## src/verilog/gpi_pkg.sv

```systemverilog
`default_nettype none
package gpi_pkg;

  // ----------------------------------------------------------------
  // Timing
  // ----------------------------------------------------------------
  localparam int unsigned CLK_HZ        = 50_000_000;
  localparam int unsigned FILTER_MS     = 50;
  localparam int unsigned FILTER_CYC    = (CLK_HZ / 1000) * FILTER_MS;
  localparam int unsigned MS_CYC        = CLK_HZ / 1000;
  localparam int unsigned FILTER_CNT_W  = 22;
  localparam int unsigned MS_CNT_W      = 16;
  localparam int unsigned DELAY_W       = 16;

  // ----------------------------------------------------------------
  // Tuning margin, units of 1e-9 fractional frequency
  // ----------------------------------------------------------------
  localparam logic [31:0] NEAR_LOCK_MARGIN = 32'h0000_07d0;

  // ----------------------------------------------------------------
  // Pins, sources, outputs
  // ----------------------------------------------------------------
  localparam int unsigned IN_NUM     = 3;
  localparam int unsigned IN_THIRD   = 0;
  localparam int unsigned IN_SECOND  = 1;
  localparam int unsigned IN_DUAL    = 2;
  localparam int unsigned SRC_NUM    = 4;
  localparam int unsigned SRC_HW     = 0;
  localparam int unsigned SRC_PS     = 1;
  localparam int unsigned SRC_LOCK   = 2;
  localparam int unsigned SRC_TIMING = 3;
  localparam int unsigned ALARM_NUM  = 3;
  localparam logic        PIN_IDLE   = 1'b1;

  // ----------------------------------------------------------------
  // Function of the dual purpose input
  // ----------------------------------------------------------------
  typedef enum logic [2:0] {
    FUNC_PRESET     = 3'h0,
    FUNC_TIME_RESET = 3'h1,
    FUNC_POS_REACQ  = 3'h2,
    FUNC_JAM_SYNC   = 3'h3,
    FUNC_NONE       = 3'h4
  } dual_func_t;

endpackage
`default_nettype wire

```

## src/verilog/gpi_preset_alarm_port.sv

```systemverilog
// Notes on behaviour
// - Input pulses under 40 ms are dropped and pulses over 60 ms are always seen.
// - An open input reads as inactive high.
// - In preset mode dual, second, third levels HHL..LLL select presets 1..7.
// - With the dual input on another function only presets 1 to 3 exist.
// - Inputs are active low and a recall fires on a high to low transition only.
// - The dual input does exactly one of preset, time reset, reacquire, jam, none.
// - Three active low alarm outputs idle high and each enabled output goes low on an enabled error.
// - Hardware, supply, lock and timing sources each have their own enable.
// - Near loss of lock is raised within about 2e-6 of either tuning end.
// - With blanking chosen, the second reference output is off while unlocked.
// - A delayed error alarms only if it lasts until the countdown ends.
`timescale 1ns/100ps
`default_nettype none

module gpi_preset_alarm_port #(
  parameter int unsigned FILTER_CYC = gpi_pkg::FILTER_CYC,
  parameter int unsigned MS_CYC     = gpi_pkg::MS_CYC
) (
  input  wire logic        mclk,
  input  wire logic        rst_b,
  input  wire logic [2:0]  gpi_in_n,
  input  wire logic [2:0]  dual_func,
  input  wire logic        hw_fault,
  input  wire logic        ps_fault,
  input  wire logic        lock_lost,
  input  wire logic        lock_warn,
  input  wire logic        timing_err,
  input  wire logic [31:0] tune_val,
  input  wire logic [31:0] tune_lo,
  input  wire logic [31:0] tune_hi,
  input  wire logic [3:0]  alarm_src_en,
  input  wire logic [2:0]  alarm_out_en,
  input  wire logic [15:0] src_delay_ms,
  input  wire logic        ref2_blank_en,
  output logic             recall_r,
  output logic [2:0]       preset_r,
  output logic             time_reset_r,
  output logic             pos_reacq_r,
  output logic             jam_sync_r,
  output logic             near_lock_r,
  output logic [2:0]       alarm_n_r,
  output logic             ref2_on_r
);

  // ----------------------------------------------------------------
  // Synchronise and qualify inputs
  // ----------------------------------------------------------------
  logic [2:0] sync1_r;
  logic [2:0] sync2_r;
  logic [2:0] filt_r;
  logic [2:0] filt_nxt;
  logic [2:0] fall;

  always_ff @(posedge mclk or negedge rst_b) begin
    if (!rst_b) begin
      sync1_r <= {3{gpi_pkg::PIN_IDLE}};
      sync2_r <= {3{gpi_pkg::PIN_IDLE}};
    end else begin
      sync1_r <= gpi_in_n;
      sync2_r <= sync1_r;
    end
  end

  genvar gi;
  generate
    for (gi = 0; gi < gpi_pkg::IN_NUM; gi++) begin : g_filt
      logic [gpi_pkg::FILTER_CNT_W-1:0] cnt_r;
      logic [gpi_pkg::FILTER_CNT_W-1:0] cnt_nxt;
      always_comb begin
        cnt_nxt       = '0;
        filt_nxt[gi]  = filt_r[gi];
        if (sync2_r[gi] != filt_r[gi]) begin
          if (cnt_r == gpi_pkg::FILTER_CNT_W'(FILTER_CYC - 1)) begin
            filt_nxt[gi] = sync2_r[gi];
          end else begin
            cnt_nxt = cnt_r + 1'b1;
          end
        end
      end
      always_ff @(posedge mclk or negedge rst_b) begin
        if (!rst_b) begin
          cnt_r      <= '0;
          filt_r[gi] <= gpi_pkg::PIN_IDLE;
        end else begin
          cnt_r      <= cnt_nxt;
          filt_r[gi] <= filt_nxt[gi];
        end
      end
      assign fall[gi] = filt_r[gi] & ~filt_nxt[gi];
    end
  endgenerate

  // ----------------------------------------------------------------
  // Preset decode and dual purpose actions
  // ----------------------------------------------------------------
  logic       preset_mode;
  logic [2:0] code;
  logic       recall_nxt;
  logic [2:0] preset_nxt;
  logic       time_reset_nxt;
  logic       pos_reacq_nxt;
  logic       jam_sync_nxt;
  logic       dual_fall;

  always_comb begin
    preset_mode    = (dual_func == gpi_pkg::FUNC_PRESET);
    dual_fall      = fall[gpi_pkg::IN_DUAL];
    code           = {preset_mode & ~filt_nxt[gpi_pkg::IN_DUAL],
                      ~filt_nxt[gpi_pkg::IN_SECOND],
                      ~filt_nxt[gpi_pkg::IN_THIRD]};
    recall_nxt     = 1'b0;
    preset_nxt     = preset_r;
    time_reset_nxt = 1'b0;
    pos_reacq_nxt  = 1'b0;
    jam_sync_nxt   = 1'b0;
    if ((fall[gpi_pkg::IN_SECOND] | fall[gpi_pkg::IN_THIRD] |
         (dual_fall & preset_mode)) && code != 3'h0) begin
      recall_nxt = 1'b1;
      preset_nxt = code;
    end
    if (dual_fall) begin
      case (dual_func)
        gpi_pkg::FUNC_TIME_RESET: time_reset_nxt = 1'b1;
        gpi_pkg::FUNC_POS_REACQ:  pos_reacq_nxt  = 1'b1;
        gpi_pkg::FUNC_JAM_SYNC:   jam_sync_nxt   = 1'b1;
        default:                  ;
      endcase
    end
  end

  always_ff @(posedge mclk or negedge rst_b) begin
    if (!rst_b) begin
      recall_r     <= 1'b0;
      preset_r     <= 3'h0;
      time_reset_r <= 1'b0;
      pos_reacq_r  <= 1'b0;
      jam_sync_r   <= 1'b0;
    end else begin
      recall_r     <= recall_nxt;
      preset_r     <= preset_nxt;
      time_reset_r <= time_reset_nxt;
      pos_reacq_r  <= pos_reacq_nxt;
      jam_sync_r   <= jam_sync_nxt;
    end
  end

  // ----------------------------------------------------------------
  // Near loss of lock and millisecond tick
  // ----------------------------------------------------------------
  logic                         near_nxt;
  logic [gpi_pkg::MS_CNT_W-1:0] ms_cnt_r;
  logic [gpi_pkg::MS_CNT_W-1:0] ms_cnt_nxt;
  logic                         ms_tick;

  always_comb begin
    near_nxt = (tune_val <= tune_lo + gpi_pkg::NEAR_LOCK_MARGIN) ||
               (tune_val + gpi_pkg::NEAR_LOCK_MARGIN >= tune_hi);
    ms_tick    = (ms_cnt_r == gpi_pkg::MS_CNT_W'(MS_CYC - 1));
    ms_cnt_nxt = ms_tick ? '0 : ms_cnt_r + 1'b1;
  end

  always_ff @(posedge mclk or negedge rst_b) begin
    if (!rst_b) begin
      near_lock_r <= 1'b0;
      ms_cnt_r    <= '0;
    end else begin
      near_lock_r <= near_nxt;
      ms_cnt_r    <= ms_cnt_nxt;
    end
  end

  // ----------------------------------------------------------------
  // Source persistence
  // ----------------------------------------------------------------
  logic [3:0] src_raw;
  logic [3:0] src_qual;

  assign src_raw = {timing_err, lock_lost | lock_warn | near_lock_r,
                    ps_fault, hw_fault};

  generate
    for (gi = 0; gi < gpi_pkg::SRC_NUM; gi++) begin : g_delay
      logic [gpi_pkg::DELAY_W-1:0] dly_r;
      logic [gpi_pkg::DELAY_W-1:0] dly_nxt;
      always_comb begin
        dly_nxt = '0;
        if (src_raw[gi] && dly_r < src_delay_ms) begin
          dly_nxt = ms_tick ? dly_r + 1'b1 : dly_r;
        end else if (src_raw[gi]) begin
          dly_nxt = dly_r;
        end
      end
      always_ff @(posedge mclk or negedge rst_b) begin
        if (!rst_b) begin
          dly_r <= '0;
        end else begin
          dly_r <= dly_nxt;
        end
      end
      assign src_qual[gi] = src_raw[gi] && (dly_r >= src_delay_ms);
    end
  endgenerate

  // ----------------------------------------------------------------
  // Alarm outputs and reference blanking
  // ----------------------------------------------------------------
  logic [2:0] alarm_n_nxt;
  logic       ref2_on_nxt;
  logic       any_alarm;

  always_comb begin
    any_alarm   = |(src_qual & alarm_src_en);
    alarm_n_nxt = ~(alarm_out_en & {3{any_alarm}});
    ref2_on_nxt = ~(ref2_blank_en & lock_lost);
  end

  always_ff @(posedge mclk or negedge rst_b) begin
    if (!rst_b) begin
      alarm_n_r <= 3'h7;
      ref2_on_r <= 1'b1;
    end else begin
      alarm_n_r <= alarm_n_nxt;
      ref2_on_r <= ref2_on_nxt;
    end
  end

endmodule

`default_nettype wire

```

## config.mk

```make
export PLATFORM = sky130hd
export DESIGN_NAME = gpi_preset_alarm_port
export DESIGN_NICKNAME = d
export VERILOG_FILES = /design/src/verilog/gpi_pkg.sv /design/src/verilog/gpi_preset_alarm_port.sv
export SDC_FILE = /design/constraint.sdc
export NUM_CORES = 1
export LEC_CHECK = 0
export BUFFER_PORTS_ARGS = -buffer_cell sky130_fd_sc_hd__buf_2
export CAP_MARGIN = 20
export CORE_ASPECT_RATIO = 1.1
export CORE_UTILIZATION = 35
export CTS_CLUSTER_DIAMETER = 150
export CTS_CLUSTER_SIZE = 28
export DETAILED_ROUTE_END_ITERATION = 7
export SLEW_MARGIN = 15
export SYNTH_ARGS = -nofsm -noshare
export SYNTH_HDL_FRONTEND = slang
export SYNTH_SLANG_ARGS = --single-unit
export TNS_END_PERCENT = 100
```

## constraint.sdc

```tcl
create_clock -name mclk -period 3.29 [get_ports mclk]
set_input_delay 0.329 -clock mclk [delete_from_list [all_inputs] [get_ports mclk]]
set_output_delay 0.329 -clock mclk [all_outputs]
set_load 0.05 [all_outputs]
```

==> Word-level counts from Yosys, hierarchy flattened <==
Cells that the tools add are included.
{ "word_totals": {"inputBits": 133, "mem_count": 0, "wordCells": 125, "regBits": 167, "mem_bits_rw": 0, "mem_bits_ro": 0, "out_inout_bits": 12, "latchBits": 0} }
{ "classes": {"n_lt_le_gt_ge": 10, "n_shift": 0, "n_reduce_logical": 17, "bitwise_logic": 17, "add_sub_neg": 10, "n_mul": 0, "div": 0, "muxes": 32, "eq_ne": 18} }
{ "op_table": {"columns": ["cell", "count"], "rows": [
  ["16-bit 2-to-1 mux", 13],
  ["22-bit 2-to-1 mux", 6],
  ["16-bit by 1-bit adder with 16-bit output (second input constant)", 5],
  ["22-bit by 1-bit adder with 22-bit output (second input constant)", 3],
  ["22-bit == test (second input constant)", 3],
  ["32-bit by 11-bit adder with 32-bit output (second input constant)", 2],
  ["16-bit >= comparator", 4],
  ["16-bit less-than comparator", 4],
  ["32-bit >= comparator", 1],
  ["32-bit <= comparator", 1],
  ["16-bit == test (second input constant)", 1],
  ["1-bit 2-to-1 mux", 13],
  ["1-bit logical AND", 9],
  ["2-bit by 1-bit inequality test with 1-bit output (second input constant)", 4],
  ["2-bit inequality test (second input constant)", 4],
  ["2-bit AND reduction", 4],
  ["1-bit AND", 6],
  ["3-bit by 2-bit == test with 1-bit output (second input constant)", 2],
  ["4-bit AND", 1],
  ["1-bit NOT", 4],
  ["1-bit OR", 4],
  ["4-bit OR reduction", 1],
  ["3-bit AND", 1],
  ["3-bit by 1-bit == test with 1-bit output (second input constant)", 1],
  ["5 further kinds", 7]
]} }

==> Longest topological paths before layout <==
{ "depth": {"depth_word": 9, "mapped_depth": 13, "ltp_nobuf": 13} }

==> Least setup slack after synthesis <==
Ideal clock, no wire load.
{ "synth_path": {"path_kind": "in2reg", "startpoint": "in tune_lo[6]", "endpoint": "reg near_lock_r", "cell_stages": 12, "path_slack_ps": 270, "path_buffers": 0, "required_ps": 3207, "setup_ps": 83, "t_arrival_ps": 2937, "path_cell_list": "or4_1 > or3_1 > nor2b_1 > nand4_1 > xnor2_1 > ha_1 > a21oi_1 > nand2_1 > a21o_1 > a2111oi_0 > o221ai_1 > o21ai_0"} }
{ "synth_via": {"elab_chain_len": 3} }
{ "synth_lines": {"columns": ["item", "line", "rtl"], "rows": [
  ["start, declared", "gpi_preset_alarm_port.sv:30", "input wire logic [31:0] tune_lo,"],
  ["32-bit by 11-bit adder with 32-bit output", "gpi_preset_alarm_port.sv:157", "near_nxt = (tune_val <= tune_lo + gpi_pkg::NEAR_LOCK_MARGIN) ||"],
  ["32-bit <= comparator", "gpi_preset_alarm_port.sv:157", null],
  ["1-bit logical OR", "gpi_preset_alarm_port.sv:157", null],
  ["net near_nxt", "gpi_preset_alarm_port.sv:151", "logic near_nxt;"],
  ["end signal, assigned", "gpi_preset_alarm_port.sv:168", "near_lock_r <= near_nxt;"],
  ["end, declared", "gpi_preset_alarm_port.sv:41", "output logic near_lock_r,"]
]} }
The timed path passes the listed nets, and every way through them passes these cells.
A chain may end at the register's enable or synchronous reset.

==> Final worst setup path <==
Same ends and word-level chain as after synthesis.

==> results.md <==
* Post-DP Area at ~14000 µm²
* DR vias/cell at approximately 5.3
* Slew margin rel. at a little over 50%
* Comb power frac at approximately an eighth
* Detailed Routing Iterations Pass 1 at 7
* Routed WL at 30000 µm
* FP Rows at around 70
* Pwr/cell area at about 340 nW/µm²
* Largest net degree at the start of global routing at just over 70
* Final worst-path cycle share at between 90% and 100%
* Top cells by area, synth: dfrtp_1 (32%), ha_1 (14%), xnor2_1 (5.6%), a21oi_1 (4.2%), nor2_1 (4.1%)
* Via count at between 10000 and 15000
* Final hold viol count at 0
* Initial antenna violation count at 1
* Design Area, Final at between 10000 and 15000 µm²
* CTS Sinks at about 170
* Least-Margin Pin Slew at 713 ps
* FILL cells at roughly 3400
* Maximum clock rate at 0.332 GHz
* Unrepaired setup endpoints after global routing: false
* Hold WC Path Type: in -> reg
* Cell variety after synth at just under 60
* Register area at around 4200 µm²
* Failing checks: design-rule violations
* DR iter-0 viols at roughly 600
* Sequential Power Share at between 40% and 50%
* Required @ worst endpoint at 3650 ps
* Critical Path AT at between 3000 and 4000 ps
* CP Max Fanout at 3
* Wire per inst at ~15 µm
* Fin crit period at 3010 ps
* Post-CTS Resized at 0
* Maximum vdd ir drop at approximately 340 µV
* Post-synthesis sequential area ratio at between 30% and 40%
* CP Capture Type: flop
* Startpoint Class: input pin
* Ys async rst share at 100%
* P_sw at 1.25 mW
* I/O pin cnt at between 100 and 150
* Multi-input logic area at between 7000 and 8000 µm²
* Ant. Diodes at 0
* First-pass GRT wire length at around 51000 µm
* Worst-Skew Late Latency at between 400 and 500 ps
* Number of global-route vias before repair at 10392
* Yosys reg bits at between 150 and 200
* Synth top area share at between 30% and 40%
* Leakage power at roughly 6.4 nW
* Clock Skew at between 10 and 15 ps
* Number of remaining DRC errors at 10
* Post-Synthesis Cell Area at 12100 µm²
* Clock share of power at between 40 and 50%
* Fin cells at a little under 2000
* CTS Buf Count at 17
* Area growth syn-to-layout at 17.5%
* GR Util met2 at 29.4%
* Number of setup violations in the final report at 0
* Inst Count DP at a little under 2000
* H-tree levels at 4
* GR Layer Usage met3 at ~2.6%
* Area of the core at 34100 µm²
* Global routing's busiest layer: met2
* IO Port Bufs at between 100 and 150
* Initial Util at between 30% and 40%
* Yosys Warn Count at 0
* Die width at ~180 µm
* Post-synth EDFFs at 0
* Setup bufs post-CTS at 0
* Total Nets Final at between 1500 and 2000
* CTS clk-pin slew, worst paths at roughly 70 ps
* DIE HEIGHT at slightly below 200 µm
* Max Buffers Root-to-Sink at 2
* Int Power at roughly 3.5 mW
* Met1 Use GR at between 20% and 30%
* Max Cap Viol at 0
* Status: finished with violations
* Switching share of power at between 20% and 30%
* Layout cells sized above 1 at between 15 and 20%
* Syn Inst Count at between 1000 and 1500
* Syn avg cell area at just under 9 µm²
* Detailed-placement wirelength estimate at 23000 µm
* GRT Util Overall at between 10% and 20%
* Fin. max-slew vios at 0
* Global route total overflow at 0
* CTS Root Cell: clkbuf_16
* Die area at 35300 µm²
* CTS tree: yes
* Cell taking the most area after synthesis: dfrtp_1
* Net count after synthesis at between 1500 and 2000
* Routed Antenna Nets at 0
* Placer Congestion at between 0.8 and 0.9
* CP Class: in -> reg
* Most common flop cell mapped by yosys: dfrtp_1
-- Yosys cell counts, types with 3 or more instances --
cell type    n
a2111oi_0    5
a211o_1      3
a211oi_1     4
a21o_1      12
a21oi_1    101
a31o_2       4
and2_1       6
and3_1      23
and4_1      19
clkbuf_1    23
dfrtp_1    154
dfstp_2     13
ha_1       138
inv_1       92
mux2_2       4
mux2i_1      8
nand2_1    107
nand2b_1    10
nand3_1     61
nand4_1     60
nor2_1     131
nor2b_1     10
nor3_1      23
nor4_1      16
nor4b_1     13
nor4bb_1     4
o211ai_1     6
o21a_1       6
o21ai_0     35
o221ai_1     3
o2bb2ai_1    3
o311ai_0     5
o31ai_1     34
o41ai_1      4
or2_2        5
or3_1       14
or4_1       37
or4b_2       3
xnor2_1     77
xor2_1      52
-- per-layer routing --
layer | vias up | wire length [µm]
li1 | 5310 | -
met1 | 4964 | 14000
met2 | 256 | 14000
met3 | 46 | 1250
met4 | 2 | 699
met5 | - | 8
-- logic make-up after synthesis --
| kind of cell | after synthesis | synth area share [%] |
|---|---|---|
| muxes | 12 | 1.04 |
| AOI/OAI and AO/OA | 237 | 12.3 |
| adders and majority gates | 138 | 14.3 |
| and+or+nand+nor | 553 | 24.5 |
| DFF | 167 | 34.7 |
| buffers and inverters | 119 | 3.83 |
| xor gates and xnor gates | 129 | 9.35 |
-- state kept, by name, indices dropped and copies added, names as in the netlist, 3 cells and up --
| register | cells |
|---|---|
| sync2_r | 3 |
| preset_r | 3 |
| ms_cnt_r | 16 |
| g_delay.dly_r | 64 |
| alarm_n_r | 3 |
| sync1_r | 3 |
| g_filt.cnt_r | 66 |
| filt_r | 3 |
-- worst max-delay path, cell delays in order --
cell	delay, ps
buf_2	110
or4_1	540
buf_4	160
a211o_1	260
nor2b_1	180
nand4_1	120
nor2_1	60
xnor2_1	120
ha_1	290
nand4_1	150
nor3_1	90
a2111oi_0	510
buf_4	190
o221ai_1	100
o21ai_0	170
-- path summary, 6_finish.rpt --
| path | endpoint | cells past startpoint | from | slack (ps) |
|---|---|---|---|---|
| worst max-delay path | near_lock_r$_DFF_PN0_ | 15 | tune_lo[6] | 280 |
| worst min-delay path | ref2_on_r$_DFF_PN1_ | 2 | ref2_blank_en | 50 |
| worst max register to register | g_delay[0].dly_r[7]$_DFFE_PN0P_ | 6 | ms_cnt_r[11]$_DFF_PN0_ | 300 |
| worst min register to register | sync2_r[2]$_DFF_PN1_ | 0 | sync1_r[2]$_DFF_PN1_ | 360 |
| max in group asynchronous | alarm_n_r[1]$_DFF_PN1_ | 3 | rst_b | 1940 |
| min in group asynchronous | time_reset_r$_DFF_PN0_ | 2 | rst_b | 460 |
-- layout make-up --
cell class                 count  share of cell area [%]
sequential                   167                    29.6
clock inverter                13                    1.20
clock buffer                  19                    3.05
tap                          438                    3.86
multi-input combinational   1069                    52.3
timing repair buffer         187                    7.56
inverter                      92                    2.43
-- placed cells by master (no fill, tap or decap), types with 10 or more instances in the layout --
cell / count
nor4_1: 16
dfstp_2: 13
or3_1: 14
a21oi_1: 101
nor2b_1: 10
xor2_1: 52
nand2b_1: 10
nor3_1: 22
nand3_1: 61
nor2_1: 131
inv_1: 92
or4_1: 37
buf_2: 143
xnor2_1: 77
ha_1: 138
buf_4: 38
dfrtp_1: 154
o31ai_1: 34
clkbuf_16: 17
and4_1: 19
nand4_1: 60
a21o_1: 12
nand2_1: 107
o21ai_0: 35
and3_1: 23
nor4b_1: 13
-- power by group through the flow --
stage / logic, mW / registers (mW) / clock network [mW]
after floorplan: 0.298 / 2.13 / 0
after global placement: 0.582 / 2.12 / 0
after detailed placement: 0.596 / 2.12 / 0
after CTS: 0.603 / 2.09 / 2.15
after global routing: 0.676 / 2.09 / 2.23
final: 0.596 / 2.09 / 2.09
-- what timing repair did --
| action | CTS | global route |
|---|---|---|
| setup endpoints to repair | 0 | 0 |
| hold endpoints to repair | 69 | 0 |
| hold buffers | 4 | 0 |
-- stage by stage --
stage	total power [mW]	hold slack (ps)	TNS, ps	utilization (%)	setup slack [ps]
2_1_floorplan	2.43	33.4	0	-	270
5_1_grt	5.00	29.1	0	41.6	33.6
3_3_place_gp	2.71	346	-205	39.7	-205
6_report	4.77	51.1	0	41.6	277
4_1_cts	4.84	22.3	0	41.6	251
3_5_place_dp	2.72	348	-213	39.7	-213
No activity file was read; power rests on OpenSTA's default activity.
